[src/core/pwmcg_consts.vh]
`ifndef PWMCG_CONSTS_VH
`define PWMCG_CONSTS_VH

// ----------------------------------------------------------------------------
// Structure
// ----------------------------------------------------------------------------
`define PWMCG_CHANNELS      4
`define PWMCG_CNT_W         16
`define PWMCG_SEL_W         4
`define PWMCG_FACTOR_W      8
`define PWMCG_TAPS          11
`define PWMCG_PRE_W         10

// ----------------------------------------------------------------------------
// Channel clock select codes
// ----------------------------------------------------------------------------
`define PWMCG_SEL_LAST_TAP  4'hA
`define PWMCG_SEL_DIV_A     4'hB
`define PWMCG_SEL_DIV_B     4'hC

// ----------------------------------------------------------------------------
// Reset values and dead-time counter saturation limit
// ----------------------------------------------------------------------------
`define PWMCG_RST_CNT       16'h0000
`define PWMCG_RST_PRE       10'h000
`define PWMCG_RST_FACTOR    8'h00
`define PWMCG_DT_SAT        16'hFFFF

`endif

[src/core/pwmcg_clkgen.v]
`timescale 1ns/1ps
`include "pwmcg_consts.vh"

module pwmcg_clkgen #(
  parameter TAPS  = `PWMCG_TAPS,
  parameter PRE_W = `PWMCG_PRE_W
) (
  // Clock and reset
  input  wire                        ref_clk_i,
  input  wire                        sys_rst_i,
  // Power management gate
  input  wire                        periph_clock_on_i,
  // Divider configuration
  input  wire [`PWMCG_SEL_W-1:0]     divider_a_tap_select_i,
  input  wire [`PWMCG_SEL_W-1:0]     divider_b_tap_select_i,
  input  wire [`PWMCG_FACTOR_W-1:0]  divider_a_factor_i,
  input  wire [`PWMCG_FACTOR_W-1:0]  divider_b_factor_i,
  // Clock ticks, one cycle each
  output wire [TAPS-1:0]             tap_tick_o,
  output wire                        divided_clock_a_o,
  output wire                        divided_clock_b_o
);

  // --------------------------------------------------------------------------
  // Modulo-n prescaler
  // --------------------------------------------------------------------------
  reg  [PRE_W-1:0] pre_q;

  // Holding the count while gated lets the taps resume where they left off
  always @(posedge ref_clk_i or posedge sys_rst_i) begin
    if (sys_rst_i) begin
      pre_q <= `PWMCG_RST_PRE;
    end else if (periph_clock_on_i) begin
      pre_q <= pre_q + {{(PRE_W-1){1'b0}}, 1'b1};
    end
  end

  assign tap_tick_o[0] = 1'b1;

  genvar k;
  generate
    for (k = 1; k < TAPS; k = k + 1) begin : g_tap
      assign tap_tick_o[k] = periph_clock_on_i & (&pre_q[k-1:0]);
    end
  endgenerate

  // --------------------------------------------------------------------------
  // Linear dividers
  // --------------------------------------------------------------------------
  wire [2*`PWMCG_SEL_W-1:0]    div_sel    = {divider_b_tap_select_i, divider_a_tap_select_i};
  wire [2*`PWMCG_FACTOR_W-1:0] div_factor = {divider_b_factor_i, divider_a_factor_i};
  wire [1:0]                   div_out;

  genvar d;
  generate
    for (d = 0; d < 2; d = d + 1) begin : g_div
      wire [`PWMCG_SEL_W-1:0]    sel    = div_sel[d*`PWMCG_SEL_W +: `PWMCG_SEL_W];
      wire [`PWMCG_FACTOR_W-1:0] factor = div_factor[d*`PWMCG_FACTOR_W +: `PWMCG_FACTOR_W];
      wire                       tick_in = (sel <= `PWMCG_SEL_LAST_TAP) ? tap_tick_o[sel] : 1'b0;
      reg  [`PWMCG_FACTOR_W-1:0] cnt_q;
      reg                        out_q;

      always @(posedge ref_clk_i or posedge sys_rst_i) begin
        if (sys_rst_i) begin
          cnt_q <= `PWMCG_RST_FACTOR;
          out_q <= 1'b0;
        end else if (factor == `PWMCG_RST_FACTOR) begin
          cnt_q <= `PWMCG_RST_FACTOR;
          out_q <= 1'b0;
        end else if (tick_in && periph_clock_on_i) begin
          if (cnt_q >= factor - 8'h01) begin
            cnt_q <= `PWMCG_RST_FACTOR;
            out_q <= 1'b1;
          end else begin
            cnt_q <= cnt_q + 8'h01;
            out_q <= 1'b0;
          end
        end else begin
          out_q <= 1'b0;
        end
      end

      assign div_out[d] = out_q;
    end
  endgenerate

  assign divided_clock_a_o = div_out[0];
  assign divided_clock_b_o = div_out[1];

endmodule // pwmcg_clkgen

[src/core/pwmcg_top.v]
// Overview of operation
// - Prescaler gives master clock divided by every power of two to 1024.
// - Two linear dividers divide by an integer up to 255.
// - Each divider takes its selected prescaler tap and divides by its factor.
// - Divider factor zero leaves its divided clock stopped; fields reset to zero.
// - At reset or when gated off, only the undivided tap is active.
// - Four channels, each with a 16-bit counter on its selected clock.
// - Each channel picks its clock from taps or dividers; select resets zero.
// - Comparator uses channel 0 counter when the channel is a sync member.
// - Left aligned: count up to period minus one, restart at zero, period ends.
// - Centre aligned: count up to period minus one then down to zero.
// - Centre-aligned period is twice the left-aligned period for same value.
// - Comparator output derived from counter and duty values.
// - Constant low for duty equal period with polarity 0, or duty 0 polarity 1.
// - Constant high once enabled for duty 0 polarity 0, or duty equal period 1.
// - Polarity sets start level, applied while disabled, ignored while enabled.
// - Alignment bit selects left or centre counting; left by default.
// - Period-end event; centre mode event placement set by event-select bit.
// - Dead-time makes complementary outputs with gaps; enable changed only disabled.
// - Dead-time counter delays high edge to high delay, low edge to low delay.
// - Dead-time values loaded via update strobe, applied at next period event, or at once while disabled.
// - Separate inversion bit for each dead-time output.
// - Override stage then asynchronous fault stage with highest priority drive pins.
// - Fault forces programmed values asynchronously on an enabled channel and resets the channel counter.
// - Under override counters keep running, only pin levels are replaced.
// - Gated peripheral clock freezes state; operation resumes from it.
`timescale 1ns/1ps
`include "pwmcg_consts.vh"

module pwmcg_top #(
  parameter CHANNELS = `PWMCG_CHANNELS,
  parameter CNT_W    = `PWMCG_CNT_W
) (
  // Clock and reset
  input  wire                          ref_clk_i,
  input  wire                          sys_rst_i,
  // Power management gate
  input  wire                          periph_clock_on_i,
  // Clock generator configuration
  input  wire [`PWMCG_SEL_W-1:0]       divider_a_tap_select_i,
  input  wire [`PWMCG_SEL_W-1:0]       divider_b_tap_select_i,
  input  wire [`PWMCG_FACTOR_W-1:0]    divider_a_factor_i,
  input  wire [`PWMCG_FACTOR_W-1:0]    divider_b_factor_i,
  // Channel control, one bit or field per channel
  input  wire [CHANNELS-1:0]           channel_enable_i,
  input  wire [CHANNELS*`PWMCG_SEL_W-1:0] channel_clock_select_i,
  input  wire [CHANNELS*CNT_W-1:0]     channel_period_value_i,
  input  wire [CHANNELS*CNT_W-1:0]     channel_duty_value_i,
  input  wire [CHANNELS-1:0]           start_level_polarity_i,
  input  wire [CHANNELS-1:0]           alignment_select_i,
  input  wire [CHANNELS-1:0]           center_event_select_i,
  input  wire [CHANNELS-1:0]           sync_membership_bit_i,
  // Dead-time configuration
  input  wire [CHANNELS-1:0]           deadtime_enable_i,
  input  wire [CHANNELS-1:0]           high_side_invert_i,
  input  wire [CHANNELS-1:0]           low_side_invert_i,
  input  wire [CHANNELS-1:0]           deadtime_update_strobe_i,
  input  wire [CHANNELS*CNT_W-1:0]     high_side_delay_i,
  input  wire [CHANNELS*CNT_W-1:0]     low_side_delay_i,
  // Output override
  input  wire [CHANNELS-1:0]           override_select_i,
  input  wire [CHANNELS-1:0]           override_value_high_i,
  input  wire [CHANNELS-1:0]           override_value_low_i,
  // Fault protection
  input  wire [CHANNELS-1:0]           fault_active_i,
  input  wire [CHANNELS-1:0]           fault_value_high_i,
  input  wire [CHANNELS-1:0]           fault_value_low_i,
  // Outputs
  output wire [CHANNELS-1:0]           final_high_pin_o,
  output wire [CHANNELS-1:0]           final_low_pin_o,
  output wire [CHANNELS-1:0]           comparator_output_o,
  output wire [CHANNELS-1:0]           period_event_o,
  output wire [CHANNELS*CNT_W-1:0]     channel_counter_o
);

  // --------------------------------------------------------------------------
  // Clock generator
  // --------------------------------------------------------------------------
  wire [`PWMCG_TAPS-1:0] tap_tick;
  wire                   divided_clock_a;
  wire                   divided_clock_b;

  pwmcg_clkgen u_clkgen (
    .ref_clk_i              (ref_clk_i),
    .sys_rst_i              (sys_rst_i),
    .periph_clock_on_i      (periph_clock_on_i),
    .divider_a_tap_select_i (divider_a_tap_select_i),
    .divider_b_tap_select_i (divider_b_tap_select_i),
    .divider_a_factor_i     (divider_a_factor_i),
    .divider_b_factor_i     (divider_b_factor_i),
    .tap_tick_o             (tap_tick),
    .divided_clock_a_o      (divided_clock_a),
    .divided_clock_b_o      (divided_clock_b)
  );

  // --------------------------------------------------------------------------
  // Channel clock decode
  // --------------------------------------------------------------------------
  function sel_tick;
    input [`PWMCG_SEL_W-1:0] sel;
    input [`PWMCG_TAPS-1:0]  taps;
    input                    tick_a;
    input                    tick_b;
    begin
      if (sel <= `PWMCG_SEL_LAST_TAP) begin
        sel_tick = taps[sel];
      end else if (sel == `PWMCG_SEL_DIV_A) begin
        sel_tick = tick_a;
      end else if (sel == `PWMCG_SEL_DIV_B) begin
        sel_tick = tick_b;
      end else begin
        sel_tick = 1'b0;
      end
    end
  endfunction

  // A side turns on once its delay has run out
  function dt_gate;
    input             level;
    input             on;
    input [CNT_W-1:0] cnt;
    input [CNT_W-1:0] dly;
    begin
      dt_gate = on ? (level & (cnt >= dly)) : level;
    end
  endfunction

  wire [CHANNELS*CNT_W-1:0] cnt_all;
  wire [CNT_W-1:0]          cnt_ch0 = cnt_all[CNT_W-1:0];

  // --------------------------------------------------------------------------
  // Channels
  // --------------------------------------------------------------------------
  genvar c;
  generate
    for (c = 0; c < CHANNELS; c = c + 1) begin : g_ch
      // Sync members borrow clock, period and alignment of channel 0
      wire                     is_sync = (c != 0) && sync_membership_bit_i[c];
      wire [`PWMCG_SEL_W-1:0]  sel     = is_sync ? channel_clock_select_i[`PWMCG_SEL_W-1:0]
                                                 : channel_clock_select_i[c*`PWMCG_SEL_W +: `PWMCG_SEL_W];
      wire [CNT_W-1:0]         prd     = is_sync ? channel_period_value_i[CNT_W-1:0]
                                                 : channel_period_value_i[c*CNT_W +: CNT_W];
      wire                     alg     = is_sync ? alignment_select_i[0] : alignment_select_i[c];
      wire [CNT_W-1:0]         dty     = channel_duty_value_i[c*CNT_W +: CNT_W];
      wire                     en      = channel_enable_i[c];
      wire                     tick    = periph_clock_on_i
                                         & sel_tick(sel, tap_tick, divided_clock_a, divided_clock_b);
      wire [CNT_W-1:0]         prd_m1  = (prd == `PWMCG_RST_CNT) ? `PWMCG_RST_CNT : prd - 16'h0001;

      reg  [CNT_W-1:0]         cnt_q;
      reg                      dir_q;
      reg                      evt_q;
      reg                      pol_q;
      reg                      dtm_q;
      reg                      oc_q;
      reg                      flt_s1_q;
      reg                      flt_s2_q;
      reg                      flt_s3_q;
      reg                      flt_q;

      // Fault pin synchroniser; stages two and three must agree
      always @(posedge ref_clk_i or posedge sys_rst_i) begin
        if (sys_rst_i) begin
          flt_s1_q <= 1'b0;
          flt_s2_q <= 1'b0;
          flt_s3_q <= 1'b0;
          flt_q    <= 1'b0;
        end else begin
          flt_s1_q <= fault_active_i[c];
          flt_s2_q <= flt_s1_q;
          flt_s3_q <= flt_s2_q;
          if (flt_s2_q == flt_s3_q) begin
            flt_q <= flt_s3_q;
          end
        end
      end

      // Counter and period events
      always @(posedge ref_clk_i or posedge sys_rst_i) begin
        if (sys_rst_i) begin
          cnt_q <= `PWMCG_RST_CNT;
          dir_q <= 1'b0;
          evt_q <= 1'b0;
        end else begin
          evt_q <= 1'b0;
          if (!en || flt_q) begin
            cnt_q <= `PWMCG_RST_CNT;
            dir_q <= 1'b0;
          end else if (tick) begin
            if (!alg) begin
              if (cnt_q >= prd_m1) begin
                cnt_q <= `PWMCG_RST_CNT;
                evt_q <= 1'b1;
              end else begin
                cnt_q <= cnt_q + 16'h0001;
              end
            end else if (!dir_q) begin
              if (cnt_q >= prd_m1) begin
                dir_q <= 1'b1;
                evt_q <= center_event_select_i[c];
              end else begin
                cnt_q <= cnt_q + 16'h0001;
              end
            end else begin
              if (cnt_q == `PWMCG_RST_CNT) begin
                dir_q <= 1'b0;
                evt_q <= 1'b1;
              end else begin
                cnt_q <= cnt_q - 16'h0001;
              end
            end
          end
        end
      end

      // Comparator; polarity and dead-time enable only follow software while disabled
      wire [CNT_W-1:0] cmp_cnt = is_sync ? cnt_ch0 : cnt_q;

      always @(posedge ref_clk_i or posedge sys_rst_i) begin
        if (sys_rst_i) begin
          pol_q <= 1'b0;
          dtm_q <= 1'b0;
          oc_q  <= 1'b0;
        end else if (!en) begin
          pol_q <= start_level_polarity_i[c];
          dtm_q <= deadtime_enable_i[c];
          oc_q  <= start_level_polarity_i[c];
        end else begin
          oc_q  <= pol_q ^ (cmp_cnt >= dty);
        end
      end

      // Dead-time values: shadow loaded by strobe, applied at period event or while disabled
      reg  [CNT_W-1:0] hsd_q;
      reg  [CNT_W-1:0] lsd_q;
      reg  [CNT_W-1:0] hsd_sh_q;
      reg  [CNT_W-1:0] lsd_sh_q;
      reg              pend_q;

      always @(posedge ref_clk_i or posedge sys_rst_i) begin
        if (sys_rst_i) begin
          hsd_q    <= `PWMCG_RST_CNT;
          lsd_q    <= `PWMCG_RST_CNT;
          hsd_sh_q <= `PWMCG_RST_CNT;
          lsd_sh_q <= `PWMCG_RST_CNT;
          pend_q   <= 1'b0;
        end else if (deadtime_update_strobe_i[c]) begin
          // A new write beats a boundary landing in the same cycle
          hsd_sh_q <= high_side_delay_i[c*CNT_W +: CNT_W];
          lsd_sh_q <= low_side_delay_i[c*CNT_W +: CNT_W];
          pend_q   <= 1'b1;
        end else if (pend_q && (evt_q || !en)) begin
          hsd_q  <= hsd_sh_q;
          lsd_q  <= lsd_sh_q;
          pend_q <= 1'b0;
        end
      end

      // Dead-time generator
      reg  [CNT_W-1:0] dt_cnt_q;
      reg              oc_seen_q;
      reg              dt_high_q;
      reg              dt_low_q;
      wire             raw_high = dt_gate(oc_seen_q, dtm_q, dt_cnt_q, hsd_q);
      wire             raw_low  = dt_gate(~oc_seen_q, dtm_q, dt_cnt_q, lsd_q);

      always @(posedge ref_clk_i or posedge sys_rst_i) begin
        if (sys_rst_i) begin
          dt_cnt_q  <= `PWMCG_RST_CNT;
          oc_seen_q <= 1'b0;
          dt_high_q <= 1'b0;
          dt_low_q  <= 1'b0;
        end else begin
          if (oc_q != oc_seen_q) begin
            oc_seen_q <= oc_q;
            dt_cnt_q  <= `PWMCG_RST_CNT;
          end else if (tick && dt_cnt_q != `PWMCG_DT_SAT) begin
            dt_cnt_q  <= dt_cnt_q + 16'h0001;
          end
          dt_high_q <= raw_high ^ high_side_invert_i[c];
          dt_low_q  <= raw_low ^ low_side_invert_i[c];
        end
      end

      // Override, then fault; fault acts on the raw pin so it needs no clock edge
      wire ovr_high = override_select_i[c] ? override_value_high_i[c] : dt_high_q;
      wire ovr_low  = override_select_i[c] ? override_value_low_i[c] : dt_low_q;
      wire flt_now  = en & fault_active_i[c];

      assign final_high_pin_o[c]          = flt_now ? fault_value_high_i[c] : ovr_high;
      assign final_low_pin_o[c]           = flt_now ? fault_value_low_i[c] : ovr_low;
      assign comparator_output_o[c]       = oc_q;
      assign period_event_o[c]            = evt_q;
      assign cnt_all[c*CNT_W +: CNT_W]    = cnt_q;
    end
  endgenerate

  assign channel_counter_o = cnt_all;

endmodule // pwmcg_top

[config.mk]
export PLATFORM = sky130hd
export DESIGN_NAME = pwmcg_top
export DESIGN_NICKNAME = d
export VERILOG_FILES = /design/src/core/pwmcg_clkgen.v /design/src/core/pwmcg_top.v
export VERILOG_INCLUDE_DIRS = /design/src /design/src/core
export SDC_FILE = /design/constraint.sdc
export NUM_CORES = 2
export LEC_CHECK = 0
export ABC_AREA = 0
export BUFFER_PORTS_ARGS = -buffer_cell sky130_fd_sc_hd__buf_2
export CORE_AREA = 2 2 228 230
export CTS_CLUSTER_DIAMETER = 30
export DETAILED_ROUTE_END_ITERATION = 6
export DIE_AREA = 0 0 230 232
export PLACE_DENSITY = 0.88
export SETUP_SLACK_MARGIN = 0.02
export SLEW_MARGIN = 20
export SYNTH_ARGS = -nofsm -noshare
export SYNTH_HDL_FRONTEND = slang
export SYNTH_HIERARCHICAL = 1
export SYNTH_SLANG_ARGS = --single-unit
[constraint.sdc]
create_clock -name ref_clk_i -period 37.3 [get_ports ref_clk_i]
set_input_delay 5.595 -clock ref_clk_i [delete_from_list [all_inputs] [get_ports ref_clk_i]]
set_output_delay 5.595 -clock ref_clk_i [all_outputs]
set_load 0.01 [all_outputs]
==> impl_metrics.ini <==
[die]
io_pins = 439
std_cell_rows = 83
die_w_um = 230
start_util = 0.636
core_area_mm2 = 0.0509
die-area_mm2 = 0.0534
die_h_um = 232

[cells_and_area]
final_nets = 4527
final_cell_mix = dfrtp_1 (464), buf_2 (436), ha_1 (306)
syn_to_final_growth_pct = 18.2
layout-drive-gt1-share = 0.236
fin_util = 0.752
final_common_cell = dfrtp_1
stdcell_count = 4634
fin_area_mm2 = 0.0382
num-fill-cells = 3315

[yosys]
synthFlopType = dfrtp_1
syn-num-nets = 4139
yosys_warnings = 6
async_flop_share = 1.00
synth_area_per_cell_um2 = 9.31
yosysSeqAreaShare = 0.359
synth_edf_count = 0
syn-cell-area_mm2 = 0.0323
ys_types = 103
syn_inst = 3474
ys_seq_elements = 464

[clock_tree]
cts_tree = done
post-cts-setup-buffer-count = 0
cts_buffer_depth = 3
ctsHtreeMaxLevel = 3
cts-resized-gates = 0
cts_hold_buf = 0
clkLatencyLatePin_ns = 0.65
clock_sinks = 464
root_buffer = clkbuf_16
clk_pin_slew_worst_paths_ns = 0.05
cts-buffers-inserted = 96

[critical_path]
path_max_fanout = 5
max_stage_delay_ns = 0.22
worstPathArrival_ns = 6.42
cp-start-kind = input pin
crit_chain = buf_2 -> nand2_1 -> nor2_1 -> a21oi_1 -> buf_2
required_ns = 31.70
crit_top_cell = buf_2
worstSetupPathType = input pin to primary output
endpoint_kind = primary output
cp_slowest_cell = a21oi_1

[placement]
numPortBuffers = 437
post-place-ws_ns = 25.45
gp_congestion = 0.999
numPlacedInstances = 4444
dp_hpwl_um = 69300
dpl_cell_area_mm2 = 0.0348

[route]
vias = 29909
drc_errors = 3
vias_per_cell = 6.45
drt_iter0_drc = 3205
drt_pass1_iterations = 7
postRouteAntennaNets = 0
wl_per_cell_um = 22.3
wl_um = 103000

[pwr]
ir_drop_mv = 0.0488
power.total_mw = 1.85
clockPowerShare = 0.477
swShare = 0.304
seqPwrFrac = 0.336
power.share.combinational = 0.187
p_int_mw = 1.29
power_switching_mw = 0.561
power_density_mw_per_mm2 = 48.3
leakage_nw = 18.6

[sta]
maxSlewHeadroom = 0.328
timing.final.crit_share = 0.322
setup_ws_ns = 25.29
setup_violations = 0
rsz0062_at_grt = false
clock_skew_ns = 0.0417
min_period_ns = 12.01
worstMarginPinSlew_ns = 0.982
fin_tns_setup_ns = 0
holdWs_ns = 0.350
hold_violations = 0
slew_viol_final = 0
max_freq_ghz = 0.0833

[global_routing]
grt_util_all_layers = 0.379
grt_max_degree = 182
grt_first_pass_wirelength_um = 160000
antenna_found_initial = 24
grt-ovfl-total = 0
grt_pass1_vias = 29377

[worst_hold_path]
hp-class = flop to flop

[run_status]
violations = design-rule violations
status = complete, but fails checks

[run]
cap_violations = 0
[per-layer routing]
layer	vias to the layer above	track usage	wire length (um)
li1	13408	-	-
met1	14258	0.466	38700
met2	1781	0.613	48000
met3	428	0.0915	10300
met4	34	0.210	6070
met5	-	0	213
[registers in the layout, summed over array words and instances, names as in the netlist, 16 cells and up]
signal	cells
cnt_ch0	16
g_ch.cnt_q	48
g_ch.dt_cnt_q	64
g_ch.hsd_q	64
g_ch.hsd_sh_q	64
g_ch.lsd_q	64
g_ch.lsd_sh_q	64
u_clkgen/g_div.cnt_q	16
[worst max-delay path: cells and delay by family]
kind                   cells  cell delay [ns]
buffers and inverters      2             0.33
AND/OR/NAND/NOR            2             0.27
AO/OA/AOI/OAI              1             0.22
[power groups by stage]
stage | Combinational [mW] | Sequential (mW) | Clock (mW)
3_3_place_gp | 0.309 | 0.617 | 0
5_1_grt | 0.380 | 0.625 | 0.914
4_1_cts | 0.339 | 0.617 | 0.886
6_report | 0.345 | 0.620 | 0.882
2_1_floorplan | 0.234 | 0.605 | 0
3_5_place_dp | 0.326 | 0.621 | 0
[logic make-up after synthesis]
logic type,synth area share
mux,0.113
simple gates,0.160
other cells,0.000116
xor+xnor,0.0352
compound gates,0.160
buf+inv,0.0544
flops,0.359
fa+ha+maj,0.120
[cell usage after synthesis (14+ instances only)]
cell,count,area [um^2]
nand2b_1,55,344
inv_1,263,987
and3_1,43,269
nand2_1,275,1030
nand3_1,123,616
dfrtp_1,464,11600
nand3b_1,18,135
xor2_1,73,639
a211oi_1,32,240
and4_1,15,131
nor3b_1,21,158
nor2_1,183,687
xnor2_1,57,499
clkbuf_1,116,435
buf_2,24,120
a31oi_1,25,156
nor2b_1,28,175
nand4_1,50,313
a21oi_1,178,891
ha_1,306,3830
mux2_2,252,2840
nor3_1,69,345
or3_1,35,219
o211ai_1,28,210
a21o_1,56,420
o21ai_0,238,1190
o22ai_1,26,163
o21a_1,24,180
o31ai_1,48,360
mux2i_1,70,701
nor4_1,17,106
and2_1,20,125
buf_4,14,105
[worst paths after layout]
path	startpoint	end	slack [ns]	cells past startpoint
setup / recovery	channel_enable_i[3]	final_low_pin_o[3]	25.29	5
hold / removal	g_ch[1].flt_s1_q	g_ch[1].flt_s2_q	0.35	0
setup reg to reg	u_clkgen/pre_q[0]	g_ch[2].cnt_q[9]	33.14	14
hold reg to reg	g_ch[1].flt_s1_q	g_ch[1].flt_s2_q	0.35	0
max in group asynchronous	sys_rst_i	g_ch[0].hsd_sh_q[0]	30.66	3
min in group asynchronous	sys_rst_i	u_clkgen/pre_q[4]	5.09	2
[area by class of cell]
cell class	instances	area (um^2)	share of cell area
diodes	11	27.5	0.000720
repair buffers	459	2370	0.0619
flip-flops and latches	464	11600	0.304
well taps	680	851	0.0222
clock buffers	117	2610	0.0683
inverters	263	995	0.0260
clock inverters	62	777	0.0203
multi-input cells	2578	19000	0.497
Note: power is estimated with default switching activity, not from simulation.
